===== src/pxtd_consts.svh =====
// Constants for the bus target decode and command block
`ifndef PXTD_CONSTS_SVH
`define PXTD_CONSTS_SVH
// Command codes
`define PXTD_CMD_INTACK   4'h0
`define PXTD_CMD_SPECIAL  4'h1
`define PXTD_CMD_IORD     4'h2
`define PXTD_CMD_IOWR     4'h3
`define PXTD_CMD_RSV4     4'h4
`define PXTD_CMD_RSV5     4'h5
`define PXTD_CMD_MRD      4'h6
`define PXTD_CMD_MWR      4'h7
`define PXTD_CMD_ALRD     4'h8
`define PXTD_CMD_ALWR     4'h9
`define PXTD_CMD_CFGRD    4'hA
`define PXTD_CMD_CFGWR    4'hB
`define PXTD_CMD_MRDMUL   4'hC
`define PXTD_CMD_DAC      4'hD
`define PXTD_CMD_MRDLINE  4'hE
`define PXTD_CMD_MWRINV   4'hF
// Configuration address fields
`define PXTD_CFG_FN_LSB   8
`define PXTD_CFG_FN_MSB   10
`define PXTD_CFG_DW_LSB   2
`define PXTD_CFG_DW_MSB   7
`define PXTD_CFG_TYPE0    2'h0
`define PXTD_FN0          3'h0
`define PXTD_FN1          3'h1
// Window sizes as address bit counts
`define PXTD_IO_BITS      8
`define PXTD_MEM_BITS     16
// Command register enable bits
`define PXTD_CMDREG_IO    0
`define PXTD_CMDREG_MEM   1
`endif


===== src/pxtd_pkg.sv =====
// Types for the bus target decode and command block
package pxtd_pkg;
	// Target decode class
	typedef enum logic [5:0]
	{
		PXTD_T_NONE  = 6'h01,
		PXTD_T_CFG   = 6'h02,
		PXTD_T_IO    = 6'h04,
		PXTD_T_MEM0  = 6'h08,
		PXTD_T_MEM1  = 6'h10,
		PXTD_T_HOLD  = 6'h20
	} pxtd_state_e;
	// Decoded target claim
	typedef struct packed
	{
		logic       hit;
		logic       fn;
		logic [1:0] space;
		logic       write;
		logic [3:0] op;
		logic [5:0] dword;
		logic [3:0] byte_en;
	} pxtd_claim_s;
endpackage


===== src/pxtd_decode.sv =====
// Address-phase target decode and master command filter
//
// Overview of operation
// - Config cycles need select asserted
// - Bits 10:8 pick function zero or one
// - Bits 7:2 index one of 64 Dwords
// - Only Type 0 config accepted
// - Byte enables pick config bytes
// - Upper address ignored for config
// - I/O claimed within 256-byte window
// - I/O decode uses low 32 bits
// - Two 64 KB memory windows decoded
// - Interrupt ack and special cycle ignored
// - Reserved codes ignored, never issued
// - I/O read/write both roles, modes
// - 0110 is single-Dword read extended mode
// - Memory write both roles, modes
// - Block aliases target-only, extended mode
// - Config commands target-only
// - Cache commands map to plain memory outside extended mode
// - Dual address cycle supported both roles
// - One shared request/grant pair
// - Separate interrupt per function
// - Up to 64-bit wide bus
`timescale 1ns/10ps
`default_nettype none
`include "pxtd_consts.svh"
module pxtd_decode
	import pxtd_pkg::*;
#(
	parameter int ADDR_W = 64
)
(
	input  wire logic              clock,          // Bus clock
	input  wire logic              rst,            // Async reset, high
	input  wire logic              addr_valid,     // Address phase strobe
	input  wire logic [ADDR_W-1:0] ad,             // Address lines
	input  wire logic [3:0]        cmd,            // Command code
	input  wire logic [3:0]        byte_en_n,      // Byte enables, low
	input  wire logic              cfg_sel,        // Config select
	input  wire logic              ext_mode,       // Extended bus mode
	input  wire logic [1:0]        cmd_reg_en0,    // Fn0 space enables
	input  wire logic [1:0]        cmd_reg_en1,    // Fn1 space enables
	input  wire logic [31:0]       io_base,        // I/O window base
	input  wire logic [63:0]       mem0_base,      // Window zero base
	input  wire logic [63:0]       mem1_base,      // Window one base
	input  wire logic [1:0]        func_req,       // Per-function requests
	input  wire logic              bus_gnt_n,      // Shared grant, low
	input  wire logic [1:0]        func_irq,       // Per-function events
	input  wire logic [3:0]        mst_cmd,        // Command to issue
	input  wire logic              mst_start,      // Issue strobe
	output var  logic              claim_valid,    // Claim result pulse
	output var  pxtd_claim_s       claim,          // Claim details
	output var  logic              bus_req_n,      // Shared request, low
	output var  logic [1:0]        func_gnt,       // Internal grant
	output var  logic [1:0]        irq_n,          // Interrupts, low
	output var  logic              mst_valid,      // Issue accepted
	output var  logic [3:0]        mst_cmd_out,    // Command driven
	output var  logic              mst_reject      // Issue refused
);
	// Space codes carried in claim.space
	localparam logic [1:0] SP_CFG = 2'h0;
	localparam logic [1:0] SP_IO  = 2'h1;
	localparam logic [1:0] SP_M0  = 2'h2;
	localparam logic [1:0] SP_M1  = 2'h3;

	// Operation codes carried in claim.op
	localparam logic [3:0] OP_RD    = 4'h1;
	localparam logic [3:0] OP_WR    = 4'h2;
	localparam logic [3:0] OP_RDDW  = 4'h3;
	localparam logic [3:0] OP_RDBLK = 4'h4;
	localparam logic [3:0] OP_WRBLK = 4'h5;

	// Window match on upper address bits
	function automatic logic win_hit(input logic [63:0] a,
		input logic [63:0] b, input int bits);
		logic [63:0] m;
		m = ~64'h0 << bits;
		return ((a ^ b) & m) == 64'h0;
	endfunction

	// Commands this device may issue as master
	function automatic logic mst_ok(input logic [3:0] c, input logic x);
		logic ok;
		ok = 1'b0;
		case (c)
			`PXTD_CMD_IORD, `PXTD_CMD_IOWR: ok = 1'b1;
			`PXTD_CMD_MRD, `PXTD_CMD_MWR:   ok = 1'b1;
			`PXTD_CMD_MRDMUL:               ok = 1'b1;
			`PXTD_CMD_DAC:                  ok = 1'b1;
			`PXTD_CMD_MRDLINE:              ok = 1'b1;
			`PXTD_CMD_MWRINV:               ok = 1'b1;
			default:                        ok = 1'b0;
		endcase
		return ok;
	endfunction

	// Dual address state
	pxtd_state_e  state_reg;
	logic [31:0]  dac_lo_reg;      // Low half from DAC phase
	logic [63:0]  full_addr;       // Assembled address
	logic [3:0]   be;              // Active-high byte enables
	logic [2:0]   fn_field;        // Function select field
	logic         fn_ok;           // Function exists
	logic         fn_sel;          // Function index
	logic [1:0]   en_sel;          // Enables of hit function
	logic         io_hit;
	logic         m0_hit;
	logic         m1_hit;
	pxtd_claim_s  claim_next;

	// Address assembly for 64-bit addressing
	always_comb
	begin
		full_addr = 64'h0;
		full_addr[ADDR_W-1:0] = ad;
		if (state_reg == PXTD_T_HOLD)
			full_addr = {ad[31:0], dac_lo_reg};
	end

	// Track dual address cycles
	always_ff @(posedge clock or posedge rst)
	begin
		if (rst)
		begin
			state_reg  <= PXTD_T_NONE;
			dac_lo_reg <= 32'h0;
		end
		else if (addr_valid && cmd == `PXTD_CMD_DAC &&
			state_reg != PXTD_T_HOLD)
		begin
			state_reg  <= PXTD_T_HOLD;
			dac_lo_reg <= ad[31:0];
		end
		else if (addr_valid)
			state_reg <= PXTD_T_NONE;
	end

	// Target decode of the address phase
	always_comb
	begin
		be       = ~byte_en_n;
		fn_field = ad[`PXTD_CFG_FN_MSB:`PXTD_CFG_FN_LSB];
		fn_ok    = fn_field == `PXTD_FN0 || fn_field == `PXTD_FN1;
		fn_sel   = fn_field == `PXTD_FN1;
		io_hit   = win_hit({32'h0, full_addr[31:0]},
			{32'h0, io_base}, `PXTD_IO_BITS);
		m0_hit   = win_hit(full_addr, mem0_base, `PXTD_MEM_BITS);
		m1_hit   = win_hit(full_addr, mem1_base, `PXTD_MEM_BITS);
		en_sel   = (m1_hit && !m0_hit) ? cmd_reg_en1 : cmd_reg_en0;
		// I/O space always answers to function zero enables
		if (cmd == `PXTD_CMD_IORD || cmd == `PXTD_CMD_IOWR)
			en_sel = cmd_reg_en0;
		claim_next          = '0;
		claim_next.byte_en  = be;
		claim_next.dword    = ad[`PXTD_CFG_DW_MSB:`PXTD_CFG_DW_LSB];
		case (cmd)
			`PXTD_CMD_CFGRD, `PXTD_CMD_CFGWR:
			begin
				claim_next.hit = cfg_sel && fn_ok &&
					ad[1:0] == `PXTD_CFG_TYPE0;
				claim_next.fn    = fn_sel;
				claim_next.space = SP_CFG;
				claim_next.write = cmd == `PXTD_CMD_CFGWR;
				claim_next.op    = claim_next.write ? OP_WR : OP_RD;
			end
			`PXTD_CMD_IORD, `PXTD_CMD_IOWR:
			begin
				claim_next.hit   = io_hit && en_sel[`PXTD_CMDREG_IO];
				claim_next.space = SP_IO;
				claim_next.write = cmd == `PXTD_CMD_IOWR;
				claim_next.op    = claim_next.write ? OP_WR : OP_RD;
			end
			`PXTD_CMD_MRD, `PXTD_CMD_MWR, `PXTD_CMD_ALRD,
			`PXTD_CMD_ALWR, `PXTD_CMD_MRDMUL, `PXTD_CMD_MRDLINE,
			`PXTD_CMD_MWRINV:
			begin
				claim_next.hit = (m0_hit || m1_hit) &&
					en_sel[`PXTD_CMDREG_MEM];
				if (!ext_mode && (cmd == `PXTD_CMD_ALRD ||
					cmd == `PXTD_CMD_ALWR))
					claim_next.hit = 1'b0;
				// Split completions are outside this block
				if (ext_mode && cmd == `PXTD_CMD_MRDMUL)
					claim_next.hit = 1'b0;
				claim_next.fn    = m1_hit && !m0_hit;
				claim_next.space = m0_hit ? SP_M0 : SP_M1;
				claim_next.write = cmd == `PXTD_CMD_MWR ||
					cmd == `PXTD_CMD_ALWR || cmd == `PXTD_CMD_MWRINV;
				if (!ext_mode)
					claim_next.op = claim_next.write ? OP_WR : OP_RD;
				else if (cmd == `PXTD_CMD_MRD)
					claim_next.op = OP_RDDW;
				else if (cmd == `PXTD_CMD_MWR)
					claim_next.op = OP_WR;
				else
					claim_next.op = claim_next.write ? OP_WRBLK : OP_RDBLK;
			end
			default:
				claim_next.hit = 1'b0;
		endcase
	end

	// Register claim result
	always_ff @(posedge clock or posedge rst)
	begin
		if (rst)
		begin
			claim_valid <= 1'b0;
			claim       <= '0;
		end
		else
		begin
			claim_valid <= addr_valid && cmd != `PXTD_CMD_DAC;
			claim       <= (addr_valid && cmd != `PXTD_CMD_DAC) ?
				claim_next : '0;
		end
	end

	// Master command filter
	always_ff @(posedge clock or posedge rst)
	begin
		if (rst)
		begin
			mst_valid   <= 1'b0;
			mst_reject  <= 1'b0;
			mst_cmd_out <= 4'h0;
		end
		else
		begin
			mst_valid   <= mst_start && mst_ok(mst_cmd, ext_mode);
			mst_reject  <= mst_start && !mst_ok(mst_cmd, ext_mode);
			mst_cmd_out <= (mst_start && mst_ok(mst_cmd, ext_mode)) ?
				mst_cmd : 4'h0;
		end
	end

	// Round robin owner of the shared request
	logic last_reg;
	always_ff @(posedge clock or posedge rst)
	begin
		if (rst)
		begin
			bus_req_n <= 1'b1;
			func_gnt  <= 2'h0;
			last_reg  <= 1'b0;
		end
		else
		begin
			bus_req_n <= ~|func_req;
			if (!bus_gnt_n && func_gnt == 2'h0 && |func_req)
			begin
				if (func_req[~last_reg])
				begin
					func_gnt <= last_reg ? 2'h1 : 2'h2;
					last_reg <= ~last_reg;
				end
				else
					func_gnt <= last_reg ? 2'h2 : 2'h1;
			end
			else if (bus_gnt_n || (func_gnt & func_req) == 2'h0)
				func_gnt <= 2'h0;
		end
	end

	// Separate interrupt per function
	always_ff @(posedge clock or posedge rst)
	begin
		if (rst)
			irq_n <= 2'h3;
		else
			irq_n <= ~func_irq;
	end

	AST_CFG_SEL: assert property (@(posedge clock) disable iff (rst)
		addr_valid && !cfg_sel && (cmd == `PXTD_CMD_CFGRD ||
		cmd == `PXTD_CMD_CFGWR) |=> !claim.hit)
		else $error("config claimed without select");

	AST_TYPE1: assert property (@(posedge clock) disable iff (rst)
		addr_valid && ad[1:0] != 2'h0 && (cmd == `PXTD_CMD_CFGRD ||
		cmd == `PXTD_CMD_CFGWR) |=> !claim.hit)
		else $error("non-type-0 config claimed");

	AST_FN: assert property (@(posedge clock) disable iff (rst)
		addr_valid && ad[10:9] != 2'h0 && cmd == `PXTD_CMD_CFGRD
		|=> !claim.hit)
		else $error("missing function claimed");

	AST_DW: assert property (@(posedge clock) disable iff (rst)
		addr_valid && cmd == `PXTD_CMD_CFGWR
		|=> claim.dword == $past(ad[7:2]))
		else $error("dword index wrong");

	AST_BE: assert property (@(posedge clock) disable iff (rst)
		addr_valid && cmd == `PXTD_CMD_CFGRD
		|=> claim.byte_en == ~$past(byte_en_n))
		else $error("byte enables wrong");

	AST_IGN: assert property (@(posedge clock) disable iff (rst)
		addr_valid && cmd[3:1] == 3'h0 |=> !claim.hit)
		else $error("ignored command claimed");

	AST_MST: assert property (@(posedge clock) disable iff (rst)
		mst_start && (mst_cmd == `PXTD_CMD_RSV4 ||
		mst_cmd == `PXTD_CMD_CFGRD) |=> mst_reject && !mst_valid)
		else $error("forbidden command issued");

	AST_IOEN: assert property (@(posedge clock) disable iff (rst)
		addr_valid && !cmd_reg_en0[0] && cmd == `PXTD_CMD_IORD
		|=> !claim.hit)
		else $error("I/O claimed while disabled");
endmodule
`default_nettype wire


===== config.mk =====
export PLATFORM = sky130hd
export DESIGN_NAME = pxtd_decode
export DESIGN_NICKNAME = d
export VERILOG_FILES = /design/src/pxtd_pkg.sv /design/src/pxtd_decode.sv
export VERILOG_INCLUDE_DIRS = /design/src
export SDC_FILE = /design/constraint.sdc
export NUM_CORES = 1
export LEC_CHECK = 0
export ABC_CLOCK_PERIOD_IN_PS = 2700
export BUFFER_PORTS_ARGS = -buffer_cell sky130_fd_sc_hd__buf_4
export CAP_MARGIN = 20
export CORE_ASPECT_RATIO = 1.25
export CORE_MARGIN = 5
export CORE_UTILIZATION = 42
export DETAILED_ROUTE_END_ITERATION = 6
export GPL_ROUTABILITY_DRIVEN = 1
export PLACE_DENSITY_LB_ADDON = 0.12
export SETUP_SLACK_MARGIN = 0.3
export SLEW_MARGIN = 20
export SYNTH_ARGS = -nofsm -noshare
export SYNTH_HDL_FRONTEND = slang
export SYNTH_SLANG_ARGS = --single-unit
export TNS_END_PERCENT = 1

===== constraint.sdc =====
create_clock -name clock -period 2.7 [get_ports clock]
set_input_delay 0.135 -clock clock [delete_from_list [all_inputs] [get_ports clock]]
set_output_delay 0.135 -clock clock [all_outputs]
set_load 0.1 [all_outputs]

# Word level (Yosys, flattened, before mapping)

Memory sizes are Yosys's and may differ from the RTL's.
Index checks and enable logic that the tools add are counted.

Output and inout bits: 31
Input port bits: 251
Logic and storage cells: 112
Bits in read-only memories: 48
Memories: 3
Register bits after elaboration: 70

Bitwise gates (word level): 7
Eq/ne operators: 16
Multiplexer cells: 27
$lt $le $gt $ge: 1
Reduce and logical (&&, ||, !) cells: 41

Memories:

| name             | depth | bits a word | read ports | clocked after Yosys merged registers in | wr ports | RTL line          | RTL |
|---|---|---|---|---|---|---|---|
| (name not given) | 16    | 1           | 1          | 0                                       | 0        | pxtd_decode.sv:86 | `case (c)` |
| (name not given) | 16    | 1           | 1          | 0                                       | 0        | pxtd_decode.sv:86 |  |
| (name not given) | 16    | 1           | 1          | 0                                       | 0        | pxtd_decode.sv:86 |  |

Operators with widths:

| operator             | number |
|---|---|
| $logic_not A64 Y1    | 3 |
| $xor A64 B64 Y64     | 2 |
| $mux W64             | 1 |
| $eq A4 B4 Y1 const B | 8 |
| $xor A32 B32 Y32     | 1 |
| $pmux W7 S3          | 1 |
| $mux W2              | 10 |
| $mux W19             | 1 |
| $logic_and A1 B1 Y1  | 15 |
| $mux W4              | 3 |
| $mux W6              | 2 |
| $eq A4 B2 Y1 const B | 2 |
| $eq A4 B3 Y1 const B | 2 |
| $logic_or A1 B1 Y1   | 7 |
| $reduce_or A7 Y1     | 1 |
| $eq A6 B6 Y1 const B | 1 |
| $logic_not A2 Y1     | 3 |
| $mux W1              | 6 |
| $ne A6 B6 Y1 const B | 1 |
| $reduce_or A2 Y1     | 3 |
| $logic_not A1 Y1     | 5 |
| $ne A4 B4 Y1 const B | 1 |
| $not A4 Y4           | 1 |
| $reduce_bool A2 Y1   | 2 |
| 10 further kinds     | 10 |

# Logic depth before layout (Yosys ltp)

Gate-level depths: netlist (run 1).

Depth in word-level cells: 13
Depth in mapped cells: 12
Depth with buffers taken out: 8

# Least setup slack after synthesis (run 1)

No wires, ideal clock.

Path kind: register -> register
From: register state_reg[0]
To: register claim[17] (netlist bit)
Required time: 2.621 ns
Path buffers: 2
Library setup time: 0.079 ns
Arrival time: 2.474 ns
Cell stages (with the launch flop): 11
Setup slack: 0.147 ns
Clock period less this slack: 2.553 ns
Cell sequence: dfstp_2 -> nand2b_1 -> buf_6 -> buf_4 -> mux2i_1 -> o221ai_1 -> nor4b_1 -> nand4_1 -> nor3_2 -> or4b_1 -> a21oi_1

Cells in the longest elaborated chain, start to end: 8
Elaborated cells between the ends (all ways): 10
Those cells by class: eq/ne (1); mux (3); bitwise (2); reduce/logical (4)

RTL lines:

| item                   | RTL line           | RTL |
|---|---|---|
| start, declared        | pxtd_decode.sv:99  | `pxtd_state_e state_reg;` |
| start signal, assigned | pxtd_decode.sv:126 | `state_reg <= PXTD_T_NONE;` |
| start signal, assigned | pxtd_decode.sv:132 | `state_reg <= PXTD_T_HOLD;` |
| start signal, assigned | pxtd_decode.sv:136 | `state_reg <= PXTD_T_NONE;` |
| $eq A6 B6 Y1 *         | pxtd_decode.sv:117 | `if (state_reg == PXTD_T_HOLD)` |
| $mux W64 *             | pxtd_decode.sv:117 |  |
| $xor A64 B64 Y64       | pxtd_decode.sv:79  | `return ((a ^ b) & m) == 64'h0;` |
| $logic_not A64 Y1      | pxtd_decode.sv:79  |  |
| $logic_not A1 Y1       | pxtd_decode.sv:186 | `claim_next.fn = m1_hit && !m0_hit;` |
| $logic_and A1 B1 Y1 *  | pxtd_decode.sv:186 |  |
| $pmux W1 S2 *          | pxtd_decode.sv:157 | `case (cmd)` |
| $mux W19 *             | pxtd_decode.sv:215 | `` claim <= (addr_valid && cmd != `PXTD_CMD_DAC) ? `` |
| end signal, assigned   | pxtd_decode.sv:215 |  |
| end, declared          | pxtd_decode.sv:53  | `output var pxtd_claim_s claim,` |

Every way passes the cells marked *; elsewhere a longest branch is shown, timed or not.
A chain may end at the register's enable or synchronous reset.

# Worst setup path after layout (run 1)

From: register state_reg[0]
To: register claim[15] (netlist bit)

Cells in the longest elaborated chain, start to end: 7

RTL lines:

| item              | RTL line           | RTL |
|---|---|---|
| $eq A6 B6 Y1      | pxtd_decode.sv:117 |  |
| $mux W64          | pxtd_decode.sv:117 |  |
| $xor A64 B64 Y64  | pxtd_decode.sv:79  |  |
| $logic_not A64 Y1 | pxtd_decode.sv:79  |  |
| $mux W1           | pxtd_decode.sv:187 | `claim_next.space = m0_hit ? SP_M0 : SP_M1;` |
| $pmux W7 S3       | pxtd_decode.sv:157 |  |
| $mux W19          | pxtd_decode.sv:215 |  |

No other way between the ends.

==> run_results.csv, run 1 <==
group,metric,value,unit
placed_design,dp.cells,1058,
clock_tree,cts_tree,"yes",
synthesis,synth-main-ff-cell,"dfrtp_1",
synthesis,syn_nets,874,
placed_design,dpl_worst_slack,-304,ps
synthesis,synth_edf_count,0,
floorplanning,die_y,135,µm
clock_tree,cts_buffers,9,
setup_path,end_kind,"register",
drt,drtIter0Drc,603,
layout,drive_gt1_share,39.6,%
power,netSwitchingFraction,36.1,%
grt,grt_overflow_total,0,
power,p_per_area,451,nW/µm²
power,switchingPower,1.34,mW
synthesis,synth-seq-area-share,27.3,%
synthesis,synth_area,5240,µm²
layout,design_area,8190,µm²
power,internal_power,2.36,mW
setup_path,crit_type,"register to register",
setup_path,ff2ff_path_depth,10,
setup_path,critPathSlowestCell,"dfstp_2",
clock_tree,clkSlewWorstSetupHoldPaths,70,ps
grt,grt_pass1_vias,6800,
placed_design,portBuffers,239,
floorplanning,num_rows,45,
clock_tree,clkLatencyLatePin,340,ps
clock_tree,clock_path_buffers,2,
setup_path,rr_endpoint,"claim[15]",
synthesis,synth.distinct_cells,66,
timing,clock.fmax,0.340,GHz
setup_path,timing.rr.start,"state_reg[0]",
worst_hold_path,min_path_type,"input pin to register",
worst_hold_path,hold_depth,2,
setup_path,crit_chain,"buf_6 -> nor2b_4 -> buf_4 -> buf_4 -> a2111oi_1 -> o22ai_1 -> or4_1 -> nor3_4 -> a21oi_1 -> o21a_1",
drt,totalWireLength,27100,µm
timing,slew_headroom,57.1,%
power,p_seq_share,28.9,%
timing,rsz0062_at_grt,"true",
clock_tree,clock_sinks,57,
drt,vias,6530,
power,power,3.70,mW
floorplanning,die_x,110,µm
placed_design,place_area,7560,µm²
setup_path,required,2930,ps
floorplanning,core,12200,µm²
setup_path,crit_path_start_kind,"register",
layout,final_core_util,67.4,%
clock_tree,h-tree-depth,3,
placed_design,gp_congestion,1.00,
synthesis,ys_warn_count,0,
floorplanning,pin_count,282,
timing,fin_crit,2950,ps
layout,antenna_cells,0,
setup_path,slowest_delay,560,ps
layout,stdcell_count,1090,
power,p_clk_share,35.6,%
timing,post-route-period-util,109,%
floorplanning,dieArea,14800,µm²
power,peakVddDrop,0.000387,V
drt,drc,0,
timing,clock_skew,12.2,ps
synthesis,postSynthCellCount,623,
worst_hold_path,whs_endpoint,"mst_cmd_out[0]",
run_status,status,"finished with violations",
timing,fin_ws,-245,ps
clock_tree,root_buffer,"clkbuf_16",
layout,largest_register_ffs,24,
layout,fin_nets,1172,
setup_path,crit_buf_inv,3,
grt,track_usage,35.9,%
setup_path,cp-startpoint,"state_reg[0]",
grt,grt_pass1_wl,39200,µm
power,combPwrFrac,35.5,%
run_status,violations,"negative setup slack",
drt,wl_per_cell,24.9,µm
timing,finalHoldViolCount,0,
drt,dr.pass1.iters,5,
drt,ant_nets,0,
setup_path,crit_fanout,12,
layout,area_growth,56.4,%
setup_path,path_delay_family,"compound AO/OA/AOI/OAI gates",
timing,setup_viol_count_final,3,
synthesis,syn_area_per_cell,8.40,µm²
synthesis,async_flop_share,100,%
setup_path,r2r_slack,-250,ps
floorplanning,start_util,43.1,%
timing,finalMaxSlewViolations,0,
setup_path,arrival,3170,ps
drt,via_per_inst,5.99,
layout,fillCellCount,1021,
grt,grt_max_degree,44,
run,drv_cap,0,
synthesis,synth_seq_cells,57,
power,leakagePower,3.91,nW
grt,antenna_found_initial,0,
placed_design,dp_hpwl,22200,µm
setup_path,crit_path_frequent_cell,"buf_4",
worst_hold_path,hp-start,"mst_cmd[0]",
timing,worst_pin_slew,643,ps
[kinds of logic (layout without fill, tap and decap cells)]
group | after synthesis | count (layout) | synth area share (%)
AO/OA/AOI/OAI | 154 | 154 | 21.1
multiplexers | 49 | 49 | 9.73
flip-flops | 57 | 57 | 27.3
other | 1 | 1 | 0.0716
buffers and inverters | 97 | 400 | 8.39
AND/OR/NAND/NOR | 167 | 167 | 17.0
XOR/XNOR | 98 | 98 | 16.4
[worst max-delay path by stage]
stage	endpoint	cells after the start
4_1_cts	claim[17]	9
6_report	claim[15]	10
5_1_grt	claim[17]	11
3_5_place_dp	claim[15]	9
2_1_floorplan	claim[17]	10
3_3_place_gp	claim[17]	9
[cells in the mapped netlist (all sizes together), types with 4 or more instances]
| cell type | number | share of area, % |
|---|---|---|
| xor2 | 24 | 4.0 |
| buf | 15 | 2.5 |
| nand2 | 39 | 2.8 |
| dfstp | 4 | 2.0 |
| xnor2 | 74 | 12 |
| a221oi | 6 | 1.0 |
| o2111ai | 5 | 0.84 |
| inv | 73 | 5.2 |
| and3 | 4 | 0.48 |
| mux2i | 37 | 7.1 |
| o221ai | 6 | 1.0 |
| and2 | 5 | 0.60 |
| nand2b | 7 | 0.84 |
| nand4 | 12 | 1.4 |
| or4 | 4 | 0.65 |
| a2111oi | 8 | 1.9 |
| o211ai | 4 | 0.57 |
| a22oi | 4 | 0.57 |
| a32oi | 4 | 0.67 |
| clkbuf | 9 | 0.65 |
| nor2 | 27 | 1.9 |
| o22ai | 21 | 2.5 |
| o21ai | 31 | 3.0 |
| o221a | 4 | 0.86 |
| nand3 | 10 | 0.96 |
| nor2b | 12 | 1.4 |
| dfrtp | 53 | 25 |
| a21oi | 25 | 2.4 |
| nor4 | 14 | 1.7 |
| mux2 | 12 | 2.6 |
| a2bb2oi | 4 | 0.67 |
| nor3 | 17 | 1.8 |
[power groups by stage]
stage	combinational [mW]	clock, mW	sequential (mW)
2_1_floorplan	0.471	0	1.23
3_3_place_gp	1.24	0	1.07
3_5_place_dp	1.26	0	1.08
4_1_cts	1.28	1.33	1.07
5_1_grt	1.37	1.36	1.08
6_report	1.31	1.32	1.07
[repair_timing]
action	in CTS	in global routing
hold buffers	10	0
pin swaps	5	7
cloned	0	1
buffers inserted	4	1
endpoints found under the hold margin	20	0
resized for setup	14	16
endpoints found under the setup margin	3	3
[layout make-up]
| type | count | area (µm²) | share of cell area [%] |
|---|---|---|---|
| clock buffers | 10 | 239 | 2.92 |
| clock inverters | 6 | 90.1 | 1.10 |
| inverters | 73 | 274 | 3.35 |
| multi-input cells | 469 | 3510 | 42.9 |
| well taps | 164 | 205 | 2.50 |
| repair buffers | 311 | 2440 | 29.8 |
| flip-flops and latches | 57 | 1430 | 17.5 |
[metrics by stage]
stage / setup TNS (ps) / hold WS (ps)
final: -710 / 11.7
after global routing: -870 / 22.3
after CTS: -415 / 7.19
after detailed placement: -854 / 108
after global placement: -781 / 95.2
after floorplan: 0 / 161
[layer usage]
| metal | vias up | share of wire [%] | track usage [%] |
|---|---|---|---|
| met4 | 0 | 6.1 | 20.4 |
| li1 | 2840 | - | - |
| met5 | - | 0 | 0 |
| met3 | 109 | 10 | 6.50 |
| met2 | 474 | 49 | 60.6 |
| met1 | 3107 | 35 | 42.2 |
[cells in the final DEF (no fill, tap or decap), types with 4 or more instances in the layout]
cell type,n
o211ai_1,4
o221a_2,4
a2bb2oi_1,4
mux2i_1,33
buf_4,293
nor3_1,15
and3_1,4
clkbuf_16,10
nand4_1,12
xnor2_1,74
and2_1,5
a21oi_1,22
a221oi_1,5
nor2_1,27
a22oi_1,4
dfstp_2,4
o21ai_0,28
dfrtp_1,52
nand2b_1,6
o22ai_1,21
nand3_1,10
xor2_1,24
dlygate4sd3_1,10
nor2b_1,11
nor4_1,11
a32oi_1,4
o221ai_1,6
mux2_2,12
nand2_1,39
o2111ai_1,4
inv_1,72
buf_12,4
Power figures use the tool's default switching activity.
==> run 2, diff against run 1 <==
--- a/config.mk
+++ b/config.mk
@@ -14,7 +14,8 @@
 export CORE_UTILIZATION = 42
 export DETAILED_ROUTE_END_ITERATION = 6
 export GPL_ROUTABILITY_DRIVEN = 1
-export PLACE_DENSITY_LB_ADDON = 0.12
+export HOLD_SLACK_MARGIN = 0.1
+export PLACE_DENSITY = 0.87
 export SETUP_SLACK_MARGIN = 0.3
 export SLEW_MARGIN = 20
 export SYNTH_ARGS = -nofsm -noshare
==> run 2 against run 1 <==
Compared with the run above:
- register-to-register slack improved by 60 ps
- clock skew fell by 3.6 ps
- critical path type unchanged
- design area is 5.5% higher
- power up 2.7%
- the run still ends with negative setup slack left
- final cell count grew 2.8%
- global-route usage shrank 0.88 points
- flip-flop and latch count unchanged
==> run_results.csv, run 2 (synthesized netlist as in run 1, its figures left out) <==
group,metric,value,unit
timing,post-route-period-util,107,%
timing,fin_crit,2890,ps
run_status,status,"finished with violations",
timing,setup_viol_count_final,3,
timing,finalMaxSlewViolations,0,
layout,fin_nets,1202,
timing,worst_pin_slew,837,ps
drt,totalWireLength,26600,µm
setup_path,end_kind,"register",
clock_tree,h-tree-depth,3,
drt,vias,6717,
floorplanning,die_y,135,µm
setup_path,required,2970,ps
timing,slew_headroom,44.1,%
power,leakagePower,4.05,nW
power,peakVddDrop,0.000259,V
layout,final_cell_mix,"buf_4 (296), xnor2_1 (73), inv_1 (72)",
placed_design,dp_hpwl,20500,µm
setup_path,critPathSlowestCell,"dfstp_2",
floorplanning,dieArea,14800,µm²
placed_design,dp.cells,1054,
setup_path,crit_fanout,7,
timing,clock.fmax,0.346,GHz
drt,drc,0,
drt,wl_met2,12500,µm
layout,fillCellCount,931,
drt,wl_per_cell,23.7,µm
layout,antenna_cells,0,
setup_path,crit_buf_inv,2,
floorplanning,pin_count,282,
layout,layout_commonest_cell,"buf_4",
layout,seq_area,1430,µm²
setup_path,crit_chain,"nand2b_4 -> buf_8 -> mux2i_4 -> o221ai_2 -> nor4b_2 -> buf_4 -> nand4_1 -> nor3_2 -> or4b_4 -> a21oi_2",
grt,track_usage,35.1,%
worst_hold_path,min_path_type,"input pin to register",
timing,fin_ws,-189,ps
drt,dr.pass1.iters,5,
power,p_per_area,440,nW/µm²
clock_tree,cts_buffers,9,
drt,wl_met1,9330,µm
clock_tree,cts_tree,"yes",
setup_path,arrival,3150,ps
timing,finalHoldViolCount,0,
drt,drtIter0Drc,747,
setup_path,crit_path_start_kind,"register",
run_status,violations,"negative setup slack",
run,drv_cap,0,
clock_tree,root_buffer,"clkbuf_16",
clock_tree,clkSlewWorstSetupHoldPaths,60,ps
clock_tree,clock_path_buffers,2,
grt,grt_pass1_vias,6809,
clock_tree,clock_sinks,57,
setup_path,path_delay_family,"simple AND/OR/NAND/NOR gates",
setup_path,crit_type,"register to register",
grt,antenna_found_initial,0,
drt,via_per_inst,6.00,
timing,finalSetupTns,-397,ps
grt,grt_pass1_wl,38400,µm
floorplanning,start_util,43.1,%
timing,rsz0062_at_grt,"true",
grt,grt_max_degree,40,
drt,route.met3.wl,2900,µm
timing,finalHoldWorstSlack,104,ps
layout,drive_gt1_share,40.9,%
floorplanning,core,12200,µm²
clock_tree,clkLatencyLatePin,350,ps
floorplanning,die_x,110,µm
layout,stdcell_count,1120,
setup_path,slowest_delay,590,ps
layout,multi_input_area,3640,µm²
layout,area_growth,65.0,%
drt,ant_nets,0,
placed_design,gp_congestion,1.03,
floorplanning,num_rows,45,
placed_design,portBuffers,239,
grt,grt_overflow_total,0,
drt,top_layer_used,"met4",
layout,largest_register_ffs,24,
timing,clock_skew,8.58,ps
==> run 2: changes by cell type in the layout (fill, tap and decap cells not counted), moves of 2 or more <==
cell	delta
o21ai_1	+2
mux2i_1	-6
buf_4	+3
buf_8	+2
mux2i_4	+3
mux2i_2	+3
nor4_1	-2
nor4_2	+2
buf_6	+4
dlygate4sd3_1	+20
==> run 2: per-stage QoR <==
| step | utilization [%] | power (mW) | instance area (µm²) | setup WS (ps) |
|---|---|---|---|---|
| CTS | 69.6 | 3.73 | 8470 | -58.8 |
| detailed placement | 61.6 | 2.30 | 7500 | -212 |
| global placement | 61.6 | 2.28 | 7500 | -158 |
| floorplan | - | 1.70 | 5250 | 173 |
| finish | 71.0 | 3.80 | 8640 | -189 |
| global route | 71.0 | 3.91 | 8640 | -202 |
==> run 2: final cells by class <==
cell class	instances	area share [%]
sequential	57	16.6
multi-input combinational	470	42.1
clock inverter	5	1.20
timing repair buffer	340	31.7
clock buffer	11	2.81
inverter	73	3.17
tap	164	2.38
==> run 2: routing by layer <==
layer  up-vias  global-route usage, %
li1       2901                      -
met2       555                   56.5
met4         0                   21.0
met5         -                      0
met3       132                   8.37
met1      3129                   41.7
==> run 2: final timing paths <==
kind | slack (ps) | endpoint | depth (start not counted) | from
max reg2reg | -190 | claim[17] | 10 | state_reg[0]
min | 100 | claim[18] | 3 | cmd_reg_en0[1]
min in group asynchronous | 530 | mst_cmd_out[3] | 3 | rst
max in group asynchronous | 1420 | state_reg[0] | 4 | rst
min reg2reg | 510 | dac_lo_reg[11] | 2 | dac_lo_reg[11]
max | -190 | claim[17] | 10 | state_reg[0]
==> run 2: worst min-delay path, cell delays in order <==
cell and delay (ps):
buf_4 120, o21ai_1 70, a31oi_1 80
==> run 2: timing repair <==
item,in CTS,in global routing
setup endpoints to repair,3,3
resized for setup,35,24
pin swaps,17,16
gates cloned,2,0
endpoints found under the hold margin,60,0
hold buffers,30,0
setup buffers,13,5
==> run 2: report_power, final <==
group / total, mW / switching, mW / internal (mW)
Combinational: 1.35 / 0.761 / 0.592
Sequential: 1.07 / 0.104 / 0.969
Clock: 1.37 / 0.446 / 0.927
Total: 3.80 / 1.31 / 2.49
==> run 3, diff against run 2 <==
--- a/config.mk
+++ b/config.mk
@@ -6,6 +6,7 @@
 export SDC_FILE = /design/constraint.sdc
 export NUM_CORES = 1
 export LEC_CHECK = 0
+export ABC_AREA = 1
 export ABC_CLOCK_PERIOD_IN_PS = 2700
 export BUFFER_PORTS_ARGS = -buffer_cell sky130_fd_sc_hd__buf_4
 export CAP_MARGIN = 20
@@ -15,7 +16,7 @@
 export DETAILED_ROUTE_END_ITERATION = 6
 export GPL_ROUTABILITY_DRIVEN = 1
 export HOLD_SLACK_MARGIN = 0.1
-export PLACE_DENSITY = 0.87
+export PLACE_DENSITY = 0.86
 export SETUP_SLACK_MARGIN = 0.3
 export SLEW_MARGIN = 20
 export SYNTH_ARGS = -nofsm -noshare
==> run 3 against run 2 <==
Compared with the run above:
- largest cell class unchanged
- combinational power down 16%
- the flow now finishes without violations
- highest routed layer unchanged
- utilization down 5.1 points
- routed wire length down 15%
- critical path type unchanged
- design area down 2.9%
- via count up 8.2%
- flip-flop and latch count unchanged
- die area up 3.9%
- clock power down 15%
==> run_results.csv, run 3 <==
group,metric,value,unit
run_status,status,"finished, final reports clean",
drt,via_per_inst,5.15,
synthesis,yosysMostFrequentCell,"nand2_1",
drt,dr.pass1.iters,6,
clock_tree,clock_sinks,57,
timing,slew_headroom,51.4,%
power,combPwrFrac,34.0,%
placed_design,dp_hpwl,17300,µm
setup_path,timing.rr.start,"state_reg[0]",
synthesis,yosys.area.top_type,"nand2_1",
floorplanning,start_util,42.9,%
synthesis,syn_area_per_cell,5.73,µm²
synthesis,synth_area,5460,µm²
drt,drc,0,
placed_design,dpl_worst_slack,245,ps
synthesis,synth_commonest_cells,"nand2_1 (399), inv_1 (123), nand3_1 (110)",
worst_hold_path,hold_depth,3,
timing,finalMaxSlewViolations,0,
synthesis,synth_seq_cells,57,
run,drv_cap,0,
power,leakagePower,4.72,nW
timing,fin_crit,2290,ps
setup_path,crit_fanout,22,
floorplanning,die_y,137,µm
timing,post-route-period-util,84.7,%
drt,totalWireLength,22600,µm
grt,grt_max_degree,35,
timing,worst_pin_slew,728,ps
setup_path,crit_chain,"inv_2 -> buf_6 -> nand3_1 -> nand2_2 -> nand2_1 -> nand2_1 -> inv_1 -> nand2_1 -> nor2_1 -> nand2_1 -> nor2_4 -> nand3_4 -> a21oi_2 -> nand3_1 -> a21oi_2",
setup_path,crit_path_start_kind,"register",
drt,ant_nets,0,
clock_tree,clock_path_buffers,2,
worst_hold_path,whs_endpoint,"dac_lo_reg[11]",
layout,antenna_cells,0,
worst_hold_path,hp-start,"ad[11]",
grt,track_usage,27.9,%
setup_path,end_kind,"register",
setup_path,crit_type,"register to register",
setup_path,critPathSlowestCell,"dfstp_2",
timing,fin_ws,412,ps
synthesis,async_flop_share,100,%
floorplanning,dieArea,15400,µm²
synthesis,synth.distinct_cells,31,
timing,clock.fmax,0.437,GHz
power,switchingPower,1.14,mW
clock_tree,clkLatencyLatePin,330,ps
floorplanning,die_x,112,µm
synthesis,ys_warn_count,0,
synthesis,syn_nets,1203,
timing,finalSetupTns,0,ps
layout,area_growth,53.7,%
floorplanning,core,12700,µm²
synthesis,synth_edf_count,0,
synthesis,synth-main-ff-cell,"dfrtp_1",
layout,drive_gt1_share,26.0,%
drt,wl_per_cell,16.0,µm
drt,drtIter0Drc,556,
layout,largest_register_ffs,24,
power,netSwitchingFraction,34.5,%
clock_tree,cts_tree,"yes",
power,internal_power,2.17,mW
power,peakVddDrop,0.000467,V
setup_path,r2r_slack,410,ps
placed_design,gp_congestion,0.931,
synthesis,yosys-top-cells-area,"nand2_1 (27%), dfrtp_1 (24%), nand3_1 (10%)",
setup_path,rr_endpoint,"claim[18]",
power,p_clk_share,35.1,%
layout,layout_commonest_cell,"nand2_1",
power,p_per_area,394,nW/µm²
layout,fillCellCount,1134,
grt,antenna_found_initial,0,
layout,final_cell_mix,"nand2_1 (390), buf_4 (256), inv_1 (122)",
layout,stdcell_count,1412,
synthesis,postSynthCellCount,952,
setup_path,ff2ff_path_depth,15,
synthesis,synth_top_area_share,27.4,%
floorplanning,pin_count,282,
clock_tree,h-tree-depth,3,
drt,vias,7271,
worst_hold_path,min_path_type,"input pin to register",
setup_path,slowest_delay,540,ps
floorplanning,num_rows,46,
grt,grt_overflow_total,0,
clock_tree,cts_buffers,9,
timing,clock_skew,7.94,ps
setup_path,required,2950,ps
power,p_seq_share,30.9,%
timing,finalHoldViolCount,0,
clock_tree,clkSlewWorstSetupHoldPaths,50,ps
synthesis,synth-seq-area-share,26.2,%
layout,fin_nets,1490,
clock_tree,root_buffer,"clkbuf_16",
placed_design,portBuffers,239,
timing,rsz0062_at_grt,"false",
setup_path,crit_path_frequent_cell,"nand2_1",
setup_path,arrival,2540,ps
placed_design,dp.cells,1347,
timing,setup_viol_count_final,0,
grt,grt_pass1_wl,33900,µm
grt,grt_pass1_vias,6862,
run 3: kinds of logic after synthesis:
logic type | count (synthesis) | share of synthesized area (%)
other | 1 | 0.0687
XOR/XNOR | 10 | 1.61
buffers and inverters | 155 | 11.8
AND/OR/NAND/NOR | 664 | 53.9
flip-flops | 57 | 26.2
AO/OA/AOI/OAI | 65 | 6.42
run 3: per-stage QoR:
stage / cell area, µm² / total power [mW] / hold slack [ps] / utilization [%]
2_1_floorplan: 5460 / 1.64 / 161 / -
3_5_place_dp: 7430 / 2.08 / 247 / 58.4
3_3_place_gp: 7430 / 2.06 / 246 / 58.4
6_report: 8390 / 3.31 / 111 / 65.9
4_1_cts: 8150 / 3.28 / 102 / 64.1
5_1_grt: 8390 / 3.47 / 123 / 65.9
run 3: timing repair:
action / in CTS / in global routing
setup endpoints to repair: 2 / 3
hold endpoints to repair: 67 / 0
cloned: 1 / 1
gates resized for setup: 7 / 37
pin swaps: 0 / 10
setup buffers: 0 / 11
hold buffers: 36 / 0
run 3: layout make-up:
| type | instances | area, µm² | area share [%] |
|---|---|---|---|
| flip-flops and latches | 57 | 1430 | 17.1 |
| multi-input cells | 740 | 3490 | 41.6 |
| well taps | 168 | 210 | 2.51 |
| inverters | 127 | 477 | 5.68 |
| repair buffers | 304 | 2480 | 29.5 |
| clock inverters | 5 | 55.1 | 0.656 |
| clock buffers | 11 | 243 | 2.89 |
run 3: worst max path at each step:
stage,from,endpoint,slack (ps),depth (start not counted)
6_report,state_reg[0],claim[18],410,15
3_3_place_gp,state_reg[0],claim[18],270,16
4_1_cts,state_reg[0],claim[18],310,15
5_1_grt,state_reg[0],claim[18],280,15
3_5_place_dp,state_reg[0],claim[18],240,15
2_1_floorplan,state_reg[0],claim[18],810,16
run 3: worst max-delay path: cells and delay by family, from the launching register on:
family / cells / cell delay [ps]
compound gates: 2 / 280
simple gates: 10 / 1030
flops: 1 / 540
buf+inv: 3 / 360
run 3: power groups by stage:
stage	clock network [mW]	registers, mW	logic, mW
after detailed placement	0	1.03	1.05
final	1.16	1.02	1.13
after global placement	0	1.03	1.03
after floorplan	0	1.21	0.428
after global routing	1.21	1.03	1.23
after CTS	1.16	1.02	1.10
run 3: per-layer routing:
metal / wire length [µm] / vias up / share of wire [%] / track usage [%]
met5: 0 / - / 0 / 0
met4: 952 / 0 / 4.2 / 12.2
met1: 8220 / 3302 / 36 / 30.9
met3: 1840 / 66 / 8.2 / 7.25
li1: - / 3583 / - / -
met2: 11600 / 320 / 51 / 50.5
